`src/rtl/uic_cfg.svh`:
```
// Address map, field positions, reset values and timing constants of the interrupt and queue control block.
`ifndef UIC_CFG_SVH
`define UIC_CFG_SVH
`define UIC_ADDR_HOLD 3'h0
`define UIC_ADDR_IER 3'h1
`define UIC_ADDR_ISR 3'h2
`define UIC_ADDR_LSR 3'h5
`define UIC_ADDR_MSR 3'h6
`define UIC_IER_RX 0
`define UIC_IER_TX 1
`define UIC_IER_LS 2
`define UIC_IER_MS 3
`define UIC_IER_SLEEP 4
`define UIC_IER_XOFF 5
`define UIC_IER_RTS 6
`define UIC_IER_CTS 7
`define UIC_IER_RESET 8'h00
`define UIC_FCR_EN 0
`define UIC_FCR_RXRST 1
`define UIC_CODE_LS 6'h06
`define UIC_CODE_TO 6'h0C
`define UIC_CODE_RX 6'h04
`define UIC_CODE_TX 6'h02
`define UIC_CODE_MS 6'h00
`define UIC_CODE_XOFF 6'h10
`define UIC_CODE_FLOW 6'h20
`define UIC_CODE_NONE 6'h01
`define UIC_TRIG_RESET 6'h01
`define UIC_RX_TRIG0 6'h08
`define UIC_RX_TRIG1 6'h10
`define UIC_RX_TRIG2 6'h18
`define UIC_RX_TRIG3 6'h1C
`define UIC_TX_TRIG0 6'h10
`define UIC_TX_TRIG1 6'h08
`define UIC_TX_TRIG2 6'h18
`define UIC_TX_TRIG3 6'h1E
`define UIC_TO_CHARS 8'h04
`define UIC_TO_BITS 8'h0C
`define UIC_FIFO_DEPTH 16
`endif

```
`src/rtl/uic_pkg.sv`:
```
// Types shared by the interrupt and queue control block.
package uic_pkg;
    typedef struct packed {
        logic brk;
        logic frm;
        logic par;
        logic [7:0] data;
    } uic_rx_char_t;
    typedef struct packed {
        logic sel;
        logic rd;
        logic wr;
        logic [2:0] addr;
        logic [7:0] wdata;
    } uic_bus_req_t;
    typedef enum logic [1:0] {
        UIC_SRC_IDLE,
        UIC_SRC_ARMED
    } uic_tx_state_t;
endpackage

```
`src/rtl/uic_ctrl.sv`:
```
// Interrupt enable, prioritised status and receive queue control with its receive FIFO.
`timescale 1ns/100ps
`default_nettype none
`include "uic_cfg.svh"

// --------------------------------------------------------------------------
// Receive FIFO
// --------------------------------------------------------------------------
module uic_fifo #(
    parameter int W = 11,
    parameter int D = 16
) (
    // Clock and control
    input wire logic clk,
    input wire logic resetn,
    input wire logic ce,
    input wire logic flush,
    // Fill side
    input wire logic in_valid,
    output logic in_ready,
    input wire logic [W-1:0] in_data,
    // Drain side
    output logic out_valid,
    input wire logic out_ready,
    output logic [W-1:0] out_data,
    output logic [$clog2(D):0] level
);
    localparam int AW = $clog2(D);
    logic [W-1:0] mem_q [D];
    logic [AW-1:0] wp_q, rp_q;
    logic [AW:0] cnt_q, cnt_d;
    logic push, pop;
    assign push = in_valid && in_ready;
    assign pop = out_valid && out_ready;
    assign out_valid = cnt_q != '0;
    assign out_data = mem_q[rp_q];
    assign level = cnt_q;
    always_comb
    begin
        cnt_d = cnt_q;
        if (push && !pop)
            cnt_d = cnt_q + 1'b1;
        else if (pop && !push)
            cnt_d = cnt_q - 1'b1;
    end
    always_ff @(posedge clk)
    begin
        if (!resetn || (ce && flush))
        begin
            wp_q <= '0;
            rp_q <= '0;
            cnt_q <= '0;
            in_ready <= 1'b1;
        end
        else if (ce)
        begin
            if (push)
                wp_q <= wp_q + 1'b1;
            if (pop)
                rp_q <= rp_q + 1'b1;
            cnt_q <= cnt_d;
            in_ready <= cnt_d != (AW+1)'(D);
        end
    end
    always_ff @(posedge clk)
    begin
        if (ce && push)
            mem_q[wp_q] <= in_data;
    end
endmodule

// --------------------------------------------------------------------------
// Interrupt and queue control
// --------------------------------------------------------------------------
module uic_ctrl (
    // Clock and reset
    input wire logic core_clk,
    input wire logic resetn,
    input wire logic clk_en,
    // Host register bus
    input wire uic_pkg::uic_bus_req_t bus_req,
    output logic [7:0] rd_data,
    // Receiver
    input wire logic rx_valid,
    input wire uic_pkg::uic_rx_char_t rx_char,
    output logic rx_ready,
    input wire logic overrun_event,
    input wire logic [3:0] char_bits,
    input wire logic bit_tick,
    // Transmitter
    input wire logic [5:0] tx_level,
    input wire logic thr_empty,
    input wire logic tsr_empty,
    input wire logic rs485_auto,
    output logic thr_write,
    output logic [7:0] thr_data,
    // Modem and flow control
    input wire logic [7:0] msr_value,
    output logic msr_read,
    input wire logic efr_enable,
    input wire logic xfr_lsr_mode,
    input wire logic auto_rts_en,
    input wire logic auto_cts_en,
    input wire logic rts_level,
    input wire logic cts_level,
    input wire logic xoff_detect,
    input wire logic xon_detect,
    input wire logic special_detect,
    input wire logic char_received,
    input wire logic wake_event,
    // Status outputs
    output logic sleep_enable,
    output logic fifo_enabled,
    output logic irq
);
    import uic_pkg::*;

    logic [7:0] ier_q;
    logic fifo_en_q;
    logic [5:0] rx_trig_q, tx_trig_q;
    logic rd_hold, rd_ier, rd_isr, rd_lsr, rd_msr, wr_hold, wr_ier, wr_fcr;
    logic rx_flush, rx_out_valid, head_new_q, rts_q, cts_q, tx_cond_q;
    logic [$clog2(`UIC_FIFO_DEPTH):0] rx_count;
    uic_rx_char_t head;
    logic [5:0] err_cnt_q;
    logic ovr_q, ls_q, to_q, tx_q, ms_w, xoff_q, spc_q, flow_q, wake_q;
    logic [7:0] to_cnt_q, to_limit;
    logic p_ls, p_to, p_rx, p_tx, p_ms, p_xoff, p_flow, any_pend;
    logic [5:0] code;
    logic tx_cond, tx_set, rx_push, rx_pop;

    // ----------------------------------------------------------------------
    // Address decode
    // ----------------------------------------------------------------------
    always_comb
    begin
        rd_hold = 1'b0;
        rd_ier = 1'b0;
        rd_isr = 1'b0;
        rd_lsr = 1'b0;
        rd_msr = 1'b0;
        wr_hold = 1'b0;
        wr_ier = 1'b0;
        wr_fcr = 1'b0;
        if (!clk_en || !bus_req.sel)
            rd_hold = 1'b0;
        else if (bus_req.addr == `UIC_ADDR_HOLD)
        begin
            rd_hold = bus_req.rd;
            wr_hold = bus_req.wr;
        end
        else if (bus_req.addr == `UIC_ADDR_IER)
        begin
            rd_ier = bus_req.rd;
            wr_ier = bus_req.wr;
        end
        else if (bus_req.addr == `UIC_ADDR_ISR)
        begin
            rd_isr = bus_req.rd;
            wr_fcr = bus_req.wr;
        end
        else if (bus_req.addr == `UIC_ADDR_LSR)
            rd_lsr = bus_req.rd;
        else if (bus_req.addr == `UIC_ADDR_MSR)
            rd_msr = bus_req.rd;
    end

    // ----------------------------------------------------------------------
    // Receive queue
    // ----------------------------------------------------------------------
    assign rx_flush = wr_fcr && bus_req.wdata[`UIC_FCR_EN] && bus_req.wdata[`UIC_FCR_RXRST];
    assign rx_push = rx_valid && rx_ready;
    assign rx_pop = rd_hold && rx_out_valid;

    uic_fifo #(
        .W($bits(uic_rx_char_t)),
        .D(`UIC_FIFO_DEPTH)
    ) u_rx_fifo (
        .clk(core_clk),
        .resetn(resetn),
        .ce(clk_en),
        .flush(rx_flush),
        .in_valid(rx_valid),
        .in_ready(rx_ready),
        .in_data(rx_char),
        .out_valid(rx_out_valid),
        .out_ready(rd_hold),
        .out_data(head),
        .level(rx_count)
    );

    // Errored characters anywhere in the queue are counted so the summary flag needs no scan.
    always_ff @(posedge core_clk)
    begin
        if (!resetn || (clk_en && rx_flush))
            err_cnt_q <= '0;
        else if (clk_en)
            err_cnt_q <= err_cnt_q + 6'(rx_push && (rx_char.brk || rx_char.frm || rx_char.par))
                - 6'(rx_pop && (head.brk || head.frm || head.par));
    end

    // ----------------------------------------------------------------------
    // Configuration registers
    // ----------------------------------------------------------------------
    always_ff @(posedge core_clk)
    begin
        if (!resetn)
            ier_q <= `UIC_IER_RESET;
        else if (wr_ier)
        begin
            ier_q[3:0] <= bus_req.wdata[3:0];
            if (efr_enable)
                ier_q[7:4] <= bus_req.wdata[7:4];
        end
    end

    always_ff @(posedge core_clk)
    begin
        if (!resetn)
        begin
            fifo_en_q <= 1'b0;
            rx_trig_q <= `UIC_TRIG_RESET;
            tx_trig_q <= `UIC_TRIG_RESET;
        end
        else if (wr_fcr)
        begin
            fifo_en_q <= bus_req.wdata[`UIC_FCR_EN];
            if (bus_req.wdata[`UIC_FCR_EN])
            begin
                case (bus_req.wdata[7:6])
                    2'h0: rx_trig_q <= `UIC_RX_TRIG0;
                    2'h1: rx_trig_q <= `UIC_RX_TRIG1;
                    2'h2: rx_trig_q <= `UIC_RX_TRIG2;
                    default: rx_trig_q <= `UIC_RX_TRIG3;
                endcase
                if (efr_enable)
                begin
                    case (bus_req.wdata[5:4])
                        2'h0: tx_trig_q <= `UIC_TX_TRIG0;
                        2'h1: tx_trig_q <= `UIC_TX_TRIG1;
                        2'h2: tx_trig_q <= `UIC_TX_TRIG2;
                        default: tx_trig_q <= `UIC_TX_TRIG3;
                    endcase
                end
            end
        end
    end

    // ----------------------------------------------------------------------
    // Interrupt sources
    // ----------------------------------------------------------------------
    // Without FIFOs the receive interrupt asks for one character only; the queue still holds 16.
    assign p_rx = ier_q[`UIC_IER_RX] && (fifo_en_q ? (6'(rx_count) >= rx_trig_q) : rx_out_valid);
    assign tx_cond = (fifo_en_q ? (tx_level < tx_trig_q) : thr_empty) || (rs485_auto && tsr_empty);
    // The enabling write is judged on the new enable bit, because the old one is still low at that edge.
    assign tx_set = (ier_q[`UIC_IER_TX] && tx_cond && !tx_cond_q)
        || (wr_ier && bus_req.wdata[`UIC_IER_TX] && !ier_q[`UIC_IER_TX] && tx_cond);
    assign ms_w = |msr_value[3:0];
    assign p_ls = ier_q[`UIC_IER_LS] && ls_q;
    assign p_to = ier_q[`UIC_IER_RX] && to_q;
    assign p_tx = ier_q[`UIC_IER_TX] && tx_q;
    assign p_ms = ier_q[`UIC_IER_MS] && ms_w;
    assign p_xoff = efr_enable && ier_q[`UIC_IER_XOFF] && (xoff_q || spc_q);
    assign p_flow = efr_enable && flow_q;
    assign any_pend = p_ls || p_to || p_rx || p_tx || p_ms || p_xoff || p_flow;

    always_comb
    begin
        // The wake-up indication takes the first status read after sleep; pending sources show on the next.
        if (wake_q)
            code = `UIC_CODE_NONE;
        else if (p_ls)
            code = `UIC_CODE_LS;
        else if (p_to)
            code = `UIC_CODE_TO;
        else if (p_rx)
            code = `UIC_CODE_RX;
        else if (p_tx)
            code = `UIC_CODE_TX;
        else if (p_ms)
            code = `UIC_CODE_MS;
        else if (p_xoff)
            code = `UIC_CODE_XOFF;
        else if (p_flow)
            code = `UIC_CODE_FLOW;
        else
            code = `UIC_CODE_NONE;
    end

    always_ff @(posedge core_clk)
    begin
        if (!resetn)
        begin
            ovr_q <= 1'b0;
            ls_q <= 1'b0;
            head_new_q <= 1'b0;
        end
        else if (clk_en)
        begin
            head_new_q <= rx_pop || (rx_push && !rx_out_valid);
            ovr_q <= overrun_event || (ovr_q && !rd_lsr);
            // Set wins over the clearing read so an error in that cycle is not lost.
            ls_q <= overrun_event || (xfr_lsr_mode && rx_push && (rx_char.brk || rx_char.frm || rx_char.par))
                || (!xfr_lsr_mode && head_new_q && rx_out_valid && (head.brk || head.frm || head.par))
                || (ls_q && !rd_lsr);
        end
    end

    assign to_limit = `UIC_TO_CHARS * 8'(char_bits) + `UIC_TO_BITS;

    always_ff @(posedge core_clk)
    begin
        if (!resetn)
        begin
            to_cnt_q <= '0;
            to_q <= 1'b0;
        end
        else if (clk_en)
        begin
            if (rx_push || rd_hold || !rx_out_valid)
                to_cnt_q <= '0;
            else if (bit_tick && to_cnt_q != to_limit)
                to_cnt_q <= to_cnt_q + 1'b1;
            if (rd_hold)
                to_q <= 1'b0;
            else if (rx_out_valid && to_cnt_q == to_limit)
                to_q <= 1'b1;
        end
    end

    always_ff @(posedge core_clk)
    begin
        if (!resetn)
        begin
            tx_q <= 1'b0;
            tx_cond_q <= 1'b0;
        end
        else if (clk_en)
        begin
            tx_cond_q <= tx_cond;
            if (tx_set)
                tx_q <= 1'b1;
            else if (wr_hold || (rd_isr && code == `UIC_CODE_TX) || !ier_q[`UIC_IER_TX])
                tx_q <= 1'b0;
        end
    end

    always_ff @(posedge core_clk)
    begin
        if (!resetn)
        begin
            xoff_q <= 1'b0;
            spc_q <= 1'b0;
            flow_q <= 1'b0;
            wake_q <= 1'b0;
            rts_q <= 1'b0;
            cts_q <= 1'b0;
        end
        else if (clk_en)
        begin
            rts_q <= rts_level;
            cts_q <= cts_level;
            xoff_q <= xoff_detect || (xoff_q && !xon_detect && !(rd_isr && code == `UIC_CODE_XOFF));
            spc_q <= special_detect || (spc_q && !char_received && !(rd_isr && code == `UIC_CODE_XOFF));
            flow_q <= (ier_q[`UIC_IER_RTS] && auto_rts_en && rts_level && !rts_q)
                || (ier_q[`UIC_IER_CTS] && auto_cts_en && cts_level && !cts_q) || (flow_q && !rd_msr);
            wake_q <= wake_event || (wake_q && !rd_isr);
        end
    end

    // ----------------------------------------------------------------------
    // Read data and outputs
    // ----------------------------------------------------------------------
    always_ff @(posedge core_clk)
    begin
        if (!resetn)
            rd_data <= '0;
        else if (rd_hold)
            rd_data <= head.data;
        else if (rd_ier)
            rd_data <= ier_q;
        else if (rd_isr)
            rd_data <= {{2{fifo_en_q}}, code};
        else if (rd_lsr)
            rd_data <= {err_cnt_q != '0, thr_empty && tsr_empty, thr_empty, head.brk && rx_out_valid,
                head.frm && rx_out_valid, head.par && rx_out_valid, ovr_q, rx_out_valid};
        else if (rd_msr)
            rd_data <= msr_value;
        else if (clk_en && bus_req.sel && bus_req.rd)
            rd_data <= '0;
    end

    always_ff @(posedge core_clk)
    begin
        if (!resetn)
        begin
            thr_write <= 1'b0;
            thr_data <= '0;
            msr_read <= 1'b0;
            irq <= 1'b0;
        end
        else if (clk_en)
        begin
            thr_write <= wr_hold;
            if (wr_hold)
                thr_data <= bus_req.wdata;
            msr_read <= rd_msr;
            irq <= any_pend;
        end
    end

    assign sleep_enable = ier_q[`UIC_IER_SLEEP];
    assign fifo_enabled = fifo_en_q;

    // ----------------------------------------------------------------------
    // Checks
    // ----------------------------------------------------------------------
    isr_pend_bit_a: assert property (@(posedge core_clk) disable iff (!resetn)
        rd_isr |=> rd_data[0] == (!$past(any_pend) || $past(wake_q))) else $error("status bit zero wrong");
    isr_fifo_bits_a: assert property (@(posedge core_clk) disable iff (!resetn)
        rd_isr |=> rd_data[7:6] == {2{$past(fifo_en_q)}}) else $error("fifo status bits wrong");
    irq_follow_a: assert property (@(posedge core_clk) disable iff (!resetn)
        clk_en && any_pend |=> irq) else $error("interrupt output missed");
    rx_trig_level_a: assert property (@(posedge core_clk) disable iff (!resetn)
        rd_isr && fifo_en_q && 6'(rx_count) < rx_trig_q |=> rd_data[5:0] != `UIC_CODE_RX)
        else $error("receive interrupt below trigger");
    lsr_ready_a: assert property (@(posedge core_clk) disable iff (!resetn)
        rd_lsr |=> rd_data[0] == ($past(rx_count) != '0)) else $error("data ready wrong");
    ier_guard_a: assert property (@(posedge core_clk) disable iff (!resetn)
        wr_ier && !efr_enable |=> $stable(ier_q[7:4])) else $error("guarded enables changed");
    fcr_ignore_a: assert property (@(posedge core_clk) disable iff (!resetn)
        wr_fcr && !bus_req.wdata[0] |=> $stable(rx_trig_q) && !fifo_en_q) else $error("control bits taken");
    rx_reset_a: assert property (@(posedge core_clk) disable iff (!resetn)
        rx_flush |=> rx_count == '0) else $error("receive reset failed");
    timeout_clear_a: assert property (@(posedge core_clk) disable iff (!resetn)
        rd_hold |=> !to_q) else $error("timeout not cleared");
    tx_clear_a: assert property (@(posedge core_clk) disable iff (!resetn)
        wr_hold && !tx_set |=> !tx_q) else $error("transmit interrupt not cleared");
endmodule
`default_nettype wire

```
`config.mk`:
```
export PLATFORM = sky130hd
export DESIGN_NAME = uic_ctrl
export DESIGN_NICKNAME = d
export VERILOG_FILES = /design/src/rtl/uic_pkg.sv /design/src/rtl/uic_ctrl.sv
export VERILOG_INCLUDE_DIRS = /design/src /design/src/rtl
export SDC_FILE = /design/constraint.sdc
export NUM_CORES = 1
export LEC_CHECK = 0
export ABC_CLOCK_PERIOD_IN_PS = 3100
export BUFFER_PORTS_ARGS = -buffer_cell sky130_fd_sc_hd__buf_2
export CORE_MARGIN = 2
export CORE_UTILIZATION = 35
export DETAILED_ROUTE_END_ITERATION = 7
export SYNTH_ARGS = -nofsm -noshare
export SYNTH_HDL_FRONTEND = slang
export SYNTH_SLANG_ARGS = --single-unit
```
`constraint.sdc`:
```
create_clock -name core_clk -period 3.1 [get_ports core_clk]
set_input_delay 0.155 -clock core_clk [delete_from_list [all_inputs] [get_ports core_clk]]
set_output_delay 0.155 -clock core_clk [all_outputs]
set_load 0.01 [all_outputs]
```
==> impl_metrics.yaml, run 1 <==
power:
  ir_worst_vdd_v: 0.000509
  p_leak_nw: 4.79
  intPower_mw: 5.60
  pwr-share-comb_pct: 6.9
  switching_share_pct: 22.2
  power_density_mw_per_mm2: 531
  p_switching_mw: 1.60
  clkPwrFrac_pct: 41.4
  sequentialPowerShare_pct: 51.7
cells_and_area:
  n_antenna_cell: 0
  area_growth_pct: 20.7
  fin_nets: 1077
  final_util_pct: 42.9
  drive_above_1_share_pct: 25.5
sta:
  max_slew.worst_pin.slew_ns: 0.648
  post-route-worst-setup-slack_ns: 0.0409
  setup_violations: 0
  finClkSkew_ns: 0.0168
  finalHoldViolations: 0
  max_slew_margin_pct: 56.7
  hold_ws_ns: 0.0176
  period_minus_slack_ns: 3.06
  max_freq_mhz: 327
  rsz0062_at_grt: "true"
  finalMaxSlewViolations: 0
  period_share_pct: 98.7
cts:
  cts.sinks: 256
  cts_tree: "built"
  path_clk_slew_ns: 0.07
  root_buffer: "clkbuf_16"
  clk_latency_ns: 0.55
  htreeDepth: 1
  cts_buffers: 26
  clockBufferDepth: 3
setup_path:
  rr_worst_depth: 16
  critPathLaunchType: "flop"
  r2r_setup_slack_ns: 0.04
  arrival_ns: 3.54
  crit_fanout: 6
  worstPathCellList: "buf_8 > mux4_2 > mux2i_2 > a32oi_1 > o21a_1 > ha_1 > inv_1 > ha_2 > inv_2 > fa_2 > inv_2 > a21oi_2 > o21bai_1 > xor2_1 > mux2i_1 > nor2_1"
  cp-end-kind: "flop"
  required_ns: 3.58
  slowest_delay_ns: 0.50
  slowest_stage: "mux4_2"
  crit_top_cell: "inv_2"
  path_class: "flop to flop"
floorplan:
  die_h_um: 183
  core_mm2: 0.0316
  die_x_um: 183
  die-area_mm2: 0.0335
  start_util_pct: 35.6
  io_pins: 85
  rows: 65
global_routing:
  antenna_found_initial: 0
  grt_pass1_vias: 7414
  grt_usage_pct: 16.7
  grt-ovfl-total: 0
  grt_max_degree: 36
  grt_pass1_wl_um: 42700
synth:
  syn_avg_cell_area_um2: 13.6
  synth_cells: 825
  ys_warn_count: 0
  yosys_register_bits: 256
  ys.flop_type: "edfxtp_1"
  yosysMostFrequentCell: "edfxtp_1"
  synthArstFlopShare_pct: 0
  yosysSeqAreaShare_pct: 61.4
  yosysUniqueCellTypes: 71
  synth_top_area_cell: "edfxtp_1"
  syn-num-nets: 916
  synth_top_cells_by_area: "edfxtp_1 (47%), dfxtp_1 (14%), mux4_2 (9.2%)"
  synth_edf_count: 176
  ys_top_cells_by_count: "edfxtp_1 (176), dfxtp_1 (80), nor2_1 (69), nand2_1 (62), a21oi_1 (48)"
  netlist.area_leader.share_pct: 47.1
  syn_area_mm2: 0.0112
routing:
  detail-route-antenna-nets: 0
  wl_per_cell_um: 20.2
  drc_errors: 0
  first_pass_iters: 5
  vias: 7507
  drtIter0Drc: 631
  finalWirelength_um: 28400
  via_per_inst: 5.35
placed_design:
  gp_congestion: 0.898
  numPortBuffers: 84
  post-dp-hpwl_um: 19500
  dp_slack_ns: -0.250
status:
  status: "completed"
flow_run:
  maxCapViolations: 0
hold_path:
  hold_depth: 1
  hold_class: "input port to flop"
## power groups by stage
stage	clock (mW)	combinational, mW	sequential (mW)
finish	2.98	0.493	3.72
global route	3.16	0.545	3.72
CTS	3.04	0.494	3.72
detailed placement	0	0.460	3.79
global placement	0	0.453	3.79
floorplan	0	0.263	3.79
## critical path: cells and delay by family, from the launching register on
family | cells | cell delay (ns)
adders and majority gates | 3 | 0.77
muxes | 3 | 0.77
AOI/OAI and AO/OA | 4 | 0.53
DFF | 1 | 0.39
buffers and inverters | 4 | 0.30
xor gates and xnor gates | 1 | 0.15
and+or+nand+nor | 1 | 0.10
## registers in the layout, summed over array words and instances (netlist names), 4 cells and up, named ones only
signal / count
u_rx_fifo.mem_q: 176
ier_q: 8
rd_data: 8
thr_data: 8
to_cnt_q: 8
err_cnt_q: 6
u_rx_fifo.level: 5
rx_trig_q: 4
tx_trig_q: 4
u_rx_fifo.rp_q: 4
u_rx_fifo.wp_q: 4
## placed cells by master (no fill, tap or decap), types with 5 or more instances in the layout
cell and n:
a22oi_1 6, dlygate4sd3_1 28, a21oi_1 47, buf_2 84, xor2_1 11, nand4_1 7
nor3_1 9, nor2b_1 5, mux4_2 51, mux2i_1 21, nor3_2 5, o31ai_1 6
nand2b_1 8, clkbuf_16 26, a211oi_1 11, and3_1 8, or3_1 5, nand3_1 18
inv_1 29, or4_1 7, clkbuf_1 8, edfxtp_1 176, dfxtp_1 77, ha_1 26
o21ai_0 20, nand2_1 62, xnor2_1 9, nor4_1 6, a31oi_1 8, nor2_1 69
buf_4 60
## kinds of logic (layout without fill, tap and decap cells)
logic type | Yosys count | count (layout) | share of synthesized area [%]
DFF | 256 | 256 | 61.4
and+or+nand+nor | 226 | 226 | 9.78
AOI/OAI and AO/OA | 144 | 144 | 8.65
muxes | 76 | 76 | 12.7
buffers and inverters | 75 | 252 | 2.77
adders and majority gates | 28 | 28 | 3.19
xor gates and xnor gates | 20 | 20 | 1.56
## per-layer routing
metal	GRT usage, %	part of all wire [%]	routed length [µm]
met1	22.4	44	12600
met2	28.6	48	13700
met3	2.30	4.6	1300
met4	4.32	2.7	773
met5	0	0	0
## area by class of cell
type / instances / area (µm²)
Multi-Input combinational cell: 494 / 4040
Inverter: 34 / 128
Tap cell: 402 / 503
Fill cell: 2866 / 18000
Timing Repair Buffer: 174 / 1190
Clock buffer: 37 / 722
Clock inverter: 7 / 71.3
Sequential cell: 256 / 6900
## path summary, 6_finish.rpt
| path | start | to |
|---|---|---|
| max | flop | err_cnt_q[4] |
| min | rx_char[8] | u_rx_fifo.mem_q[2][8] |
| min reg2reg | tx_trig_q[0] | tx_trig_q[0] |
| max reg2reg | flop | err_cnt_q[4] |
## repair_timing
action,4_1_cts,5_1_grt
pin swaps,9,8
hold buffers,28,0
endpoints found under the hold margin,156,0
resized for setup,11,5
endpoints found under the setup margin,4,3
setup buffers,2,0
## per-stage QoR
step / power (mW) / std cells / TNS [ns] / instance area (µm²)
global route: 7.43 / 1404 / -0.406 / 13500
global placement: 4.25 / 1330 / -0.479 / 12500
finish: 7.19 / 1404 / 0 / 13500
detailed placement: 4.25 / 1330 / -0.518 / 12500
floorplan: 4.05 / 825 / 0 / 11200
CTS: 7.25 / 1404 / -0.0678 / 13500
(Power assumes the default switching activity.)
==> run 2, diff against run 1 <==
--- a/config.mk
+++ b/config.mk
@@ -6,6 +6,7 @@
 export SDC_FILE = /design/constraint.sdc
 export NUM_CORES = 1
 export LEC_CHECK = 0
+export ABC_AREA = 1
 export ABC_CLOCK_PERIOD_IN_PS = 3100
 export BUFFER_PORTS_ARGS = -buffer_cell sky130_fd_sc_hd__buf_2
 export CORE_MARGIN = 2
==> run 2 against run 1 <==
- combinational power decreased by 7.7%
- utilization fell by 0.058 points
- via count rose by 16%
- register-to-register slack improved by 0.22 ns
- clock skew fell by 0.0031 ns
- sequential share of layout area is 0.25 points lower
- non-clock buffer count down 23
- cell area up 0.38%
- clock-buffer cell count shrank 8
- global-route usage rose by 0.94 points
- clock power rose by 15%
- area after synthesis up 1.1%
- highest routed layer unchanged
==> impl_metrics.yaml, run 2 <==
placed_design:
  post-dp-hpwl_um: 19500
  numPortBuffers: 84
  gp_congestion: 0.910
  dp.cells: 1638
cts:
  path_clk_slew_ns: 0.06
  clk_latency_ns: 0.53
  cts_buffers: 27
  htreeDepth: 1
  cts_tree: "built"
  root_buffer: "clkbuf_16"
  cts.sinks: 256
  clockBufferDepth: 3
routing:
  finalWirelength_um: 29700
  drc_errors: 0
  detail-route-antenna-nets: 0
  drtIter0Drc: 711
  via_per_inst: 5.07
  first_pass_iters: 5
  wl_per_cell_um: 17.3
  vias: 8699
floorplan:
  core_mm2: 0.0317
  io_pins: 85
  rows: 65
  die_x_um: 184
  die-area_mm2: 0.0339
  die_h_um: 184
  start_util_pct: 35.8
synth:
  synthArstFlopShare_pct: 0
  synth_cells: 1159
  yosys_register_bits: 256
  syn-num-nets: 1250
  yosysSeqAreaShare_pct: 60.7
  synth_top_area_cell: "edfxtp_1"
  syn_area_mm2: 0.0113
  yosysUniqueCellTypes: 45
  ys_top_cells_by_count: "nor2_1 (186), edfxtp_1 (176), nand2_1 (167), o21ai_0 (125), inv_1 (96)"
  synth_top_cells_by_area: "edfxtp_1 (47%), dfxtp_1 (14%), nor2_1 (6.2%)"
  synth_edf_count: 176
  yosysMostFrequentCell: "nor2_1"
  netlist.area_leader.share_pct: 46.6
  ys_warn_count: 0
  ys.flop_type: "edfxtp_1"
  syn_avg_cell_area_um2: 9.78
setup_path:
  slowest_stage: "fa_1"
  worstPathCellList: "buf_6 > nor2_1 > nor2_1 > o21ai_0 > nand3_1 > nand3_1 > nand2_1 > nor2_1 > a21oi_1 > ha_1 > inv_1 > ha_1 > inv_1 > fa_1 > o21ai_0 > xor2_1 > a21oi_1"
  r2r_setup_slack_ns: 0.26
  r2r-end: "err_cnt_q[4]"
  required_ns: 3.50
  cp-end-kind: "flop"
  crit_family: "adder cells"
  rr_worst_depth: 17
  critPathLaunchType: "flop"
  slowest_delay_ns: 0.39
  crit_fanout: 21
  arrival_ns: 3.23
  path_class: "flop to flop"
  worst-path-buf-inv: 3
  crit_top_cell: "nor2_1"
global_routing:
  antenna_found_initial: 0
  grt-ovfl-total: 0
  grt_max_degree: 39
  grt_pass1_wl_um: 46400
  grt_pass1_vias: 8392
  grt_usage_pct: 17.6
cells_and_area:
  finalNonFillerCells: 1715
  area_growth_pct: 19.9
  drive_above_1_share_pct: 14.3
  largest_register_ffs: 176
  n_fill_cell: 2973
  layout_common_cells: "nor2_1 (186), edfxtp_1 (176), nand2_1 (167)"
  final_common_cell: "nor2_1"
  fin_nets: 1383
  largest-register: "u_rx_fifo.mem_q"
sta:
  period_minus_slack_ns: 2.84
  max_slew_margin_pct: 33.9
  period_share_pct: 91.5
  finalMaxSlewViolations: 0
  rsz0062_at_grt: "false"
  max_freq_mhz: 353
  finalHoldViolations: 0
  max_slew.worst_pin.slew_ns: 0.991
  setup_violations: 0
  finClkSkew_ns: 0.0137
  tns_ns: 0
hold_path:
  hold_end: "u_rx_fifo.mem_q[1][3]"
  hold_start: "rx_char[3]"
  hold_depth: 1
  hold_class: "input port to flop"
power:
  p_leak_nw: 5.27
  ir_worst_vdd_v: 0.000442
  power_density_mw_per_mm2: 559
flow_run:
  maxCapViolations: 0
status:
  status: "completed"
-- run 2: layout make-up --
type / instances / area [µm²] / area share, %
timing repair buffer: 151 / 995 / 7.32
antenna: 1 / 2.50 / 0.0184
clock inverter: 20 / 270 / 1.99
inverter: 105 / 399 / 2.94
multi-input combinational: 751 / 3860 / 28.4
clock buffer: 29 / 683 / 5.02
sequential: 256 / 6890 / 50.7
tap: 402 / 503 / 3.70
-- run 2: stage by stage --
stage	setup slack [ns]	power [mW]	hold WS, ns	area [µm²]	util [%]
global placement	0.298	4.21	0.409	12400	39.0
global route	0.0106	7.86	0.0218	13600	42.9
detailed placement	0.255	4.22	0.425	12400	39.0
floorplan	0.402	4.04	0.254	11300	-
CTS	0.227	7.65	0.00301	13600	42.8
finish	0.265	7.60	0.0104	13600	42.9
-- run 2: logic make-up (layout without fill, tap and decap cells) --
kind of cell	after synthesis	count (layout)	synth area share, %
adder cells (fa/ha/maj)	28	28	3.16
flip-flops	256	256	60.7
XOR/XNOR	20	20	1.54
buffers and inverters	152	305	5.25
other	0	1	0
AO/OA/AOI/OAI	256	256	12.7
AND/OR/NAND/NOR	447	447	16.6
-- run 2: metal layers --
layer / track usage, % / vias to the layer above / wire length [µm]
met5: 0 / - / 0
met4: 4.80 / 0 / 556
met3: 2.42 / 40 / 1660
met2: 28.9 / 258 / 14300
met1: 24.5 / 4134 / 13300
li1: - / 4267 / -
-- run 2: how the worst max path moves through the flow --
stage,cells after the start,endpoint
after detailed placement,17,err_cnt_q[4]
after global placement,17,err_cnt_q[4]
after floorplan,17,err_cnt_q[4]
final,17,err_cnt_q[4]
after global routing,20,err_cnt_q[5]
after CTS,17,err_cnt_q[4]
-- run 2: repair_timing --
item,4_1_cts,5_1_grt
hold buffers,27,0
buffers inserted,0,0
endpoints found under the setup margin,0,2
gates resized for setup,0,5
hold endpoints to repair,87,0
-- run 2: report_power, final --
group | switching (mW) | internal (mW) | leakage, nW
registers | 0.0264 | 3.69 | 2.24
logic | 0.288 | 0.167 | 2.59
clock network | 1.33 | 2.10 | 0.442
-- run 2: worst register-to-register path, cell delays in order, from the launching register on --
cell     delay, ns
dfxtp_2       0.35
buf_6         0.16
nor2_1        0.13
nor2_1        0.05
o21ai_0       0.07
nand3_1       0.08
nand3_1       0.11
nand2_1       0.07
nor2_1        0.17
a21oi_1       0.10
ha_1          0.29
inv_1         0.06
ha_1          0.15
inv_1         0.06
fa_1          0.39
o21ai_0       0.22
xor2_1        0.17
a21oi_1       0.08
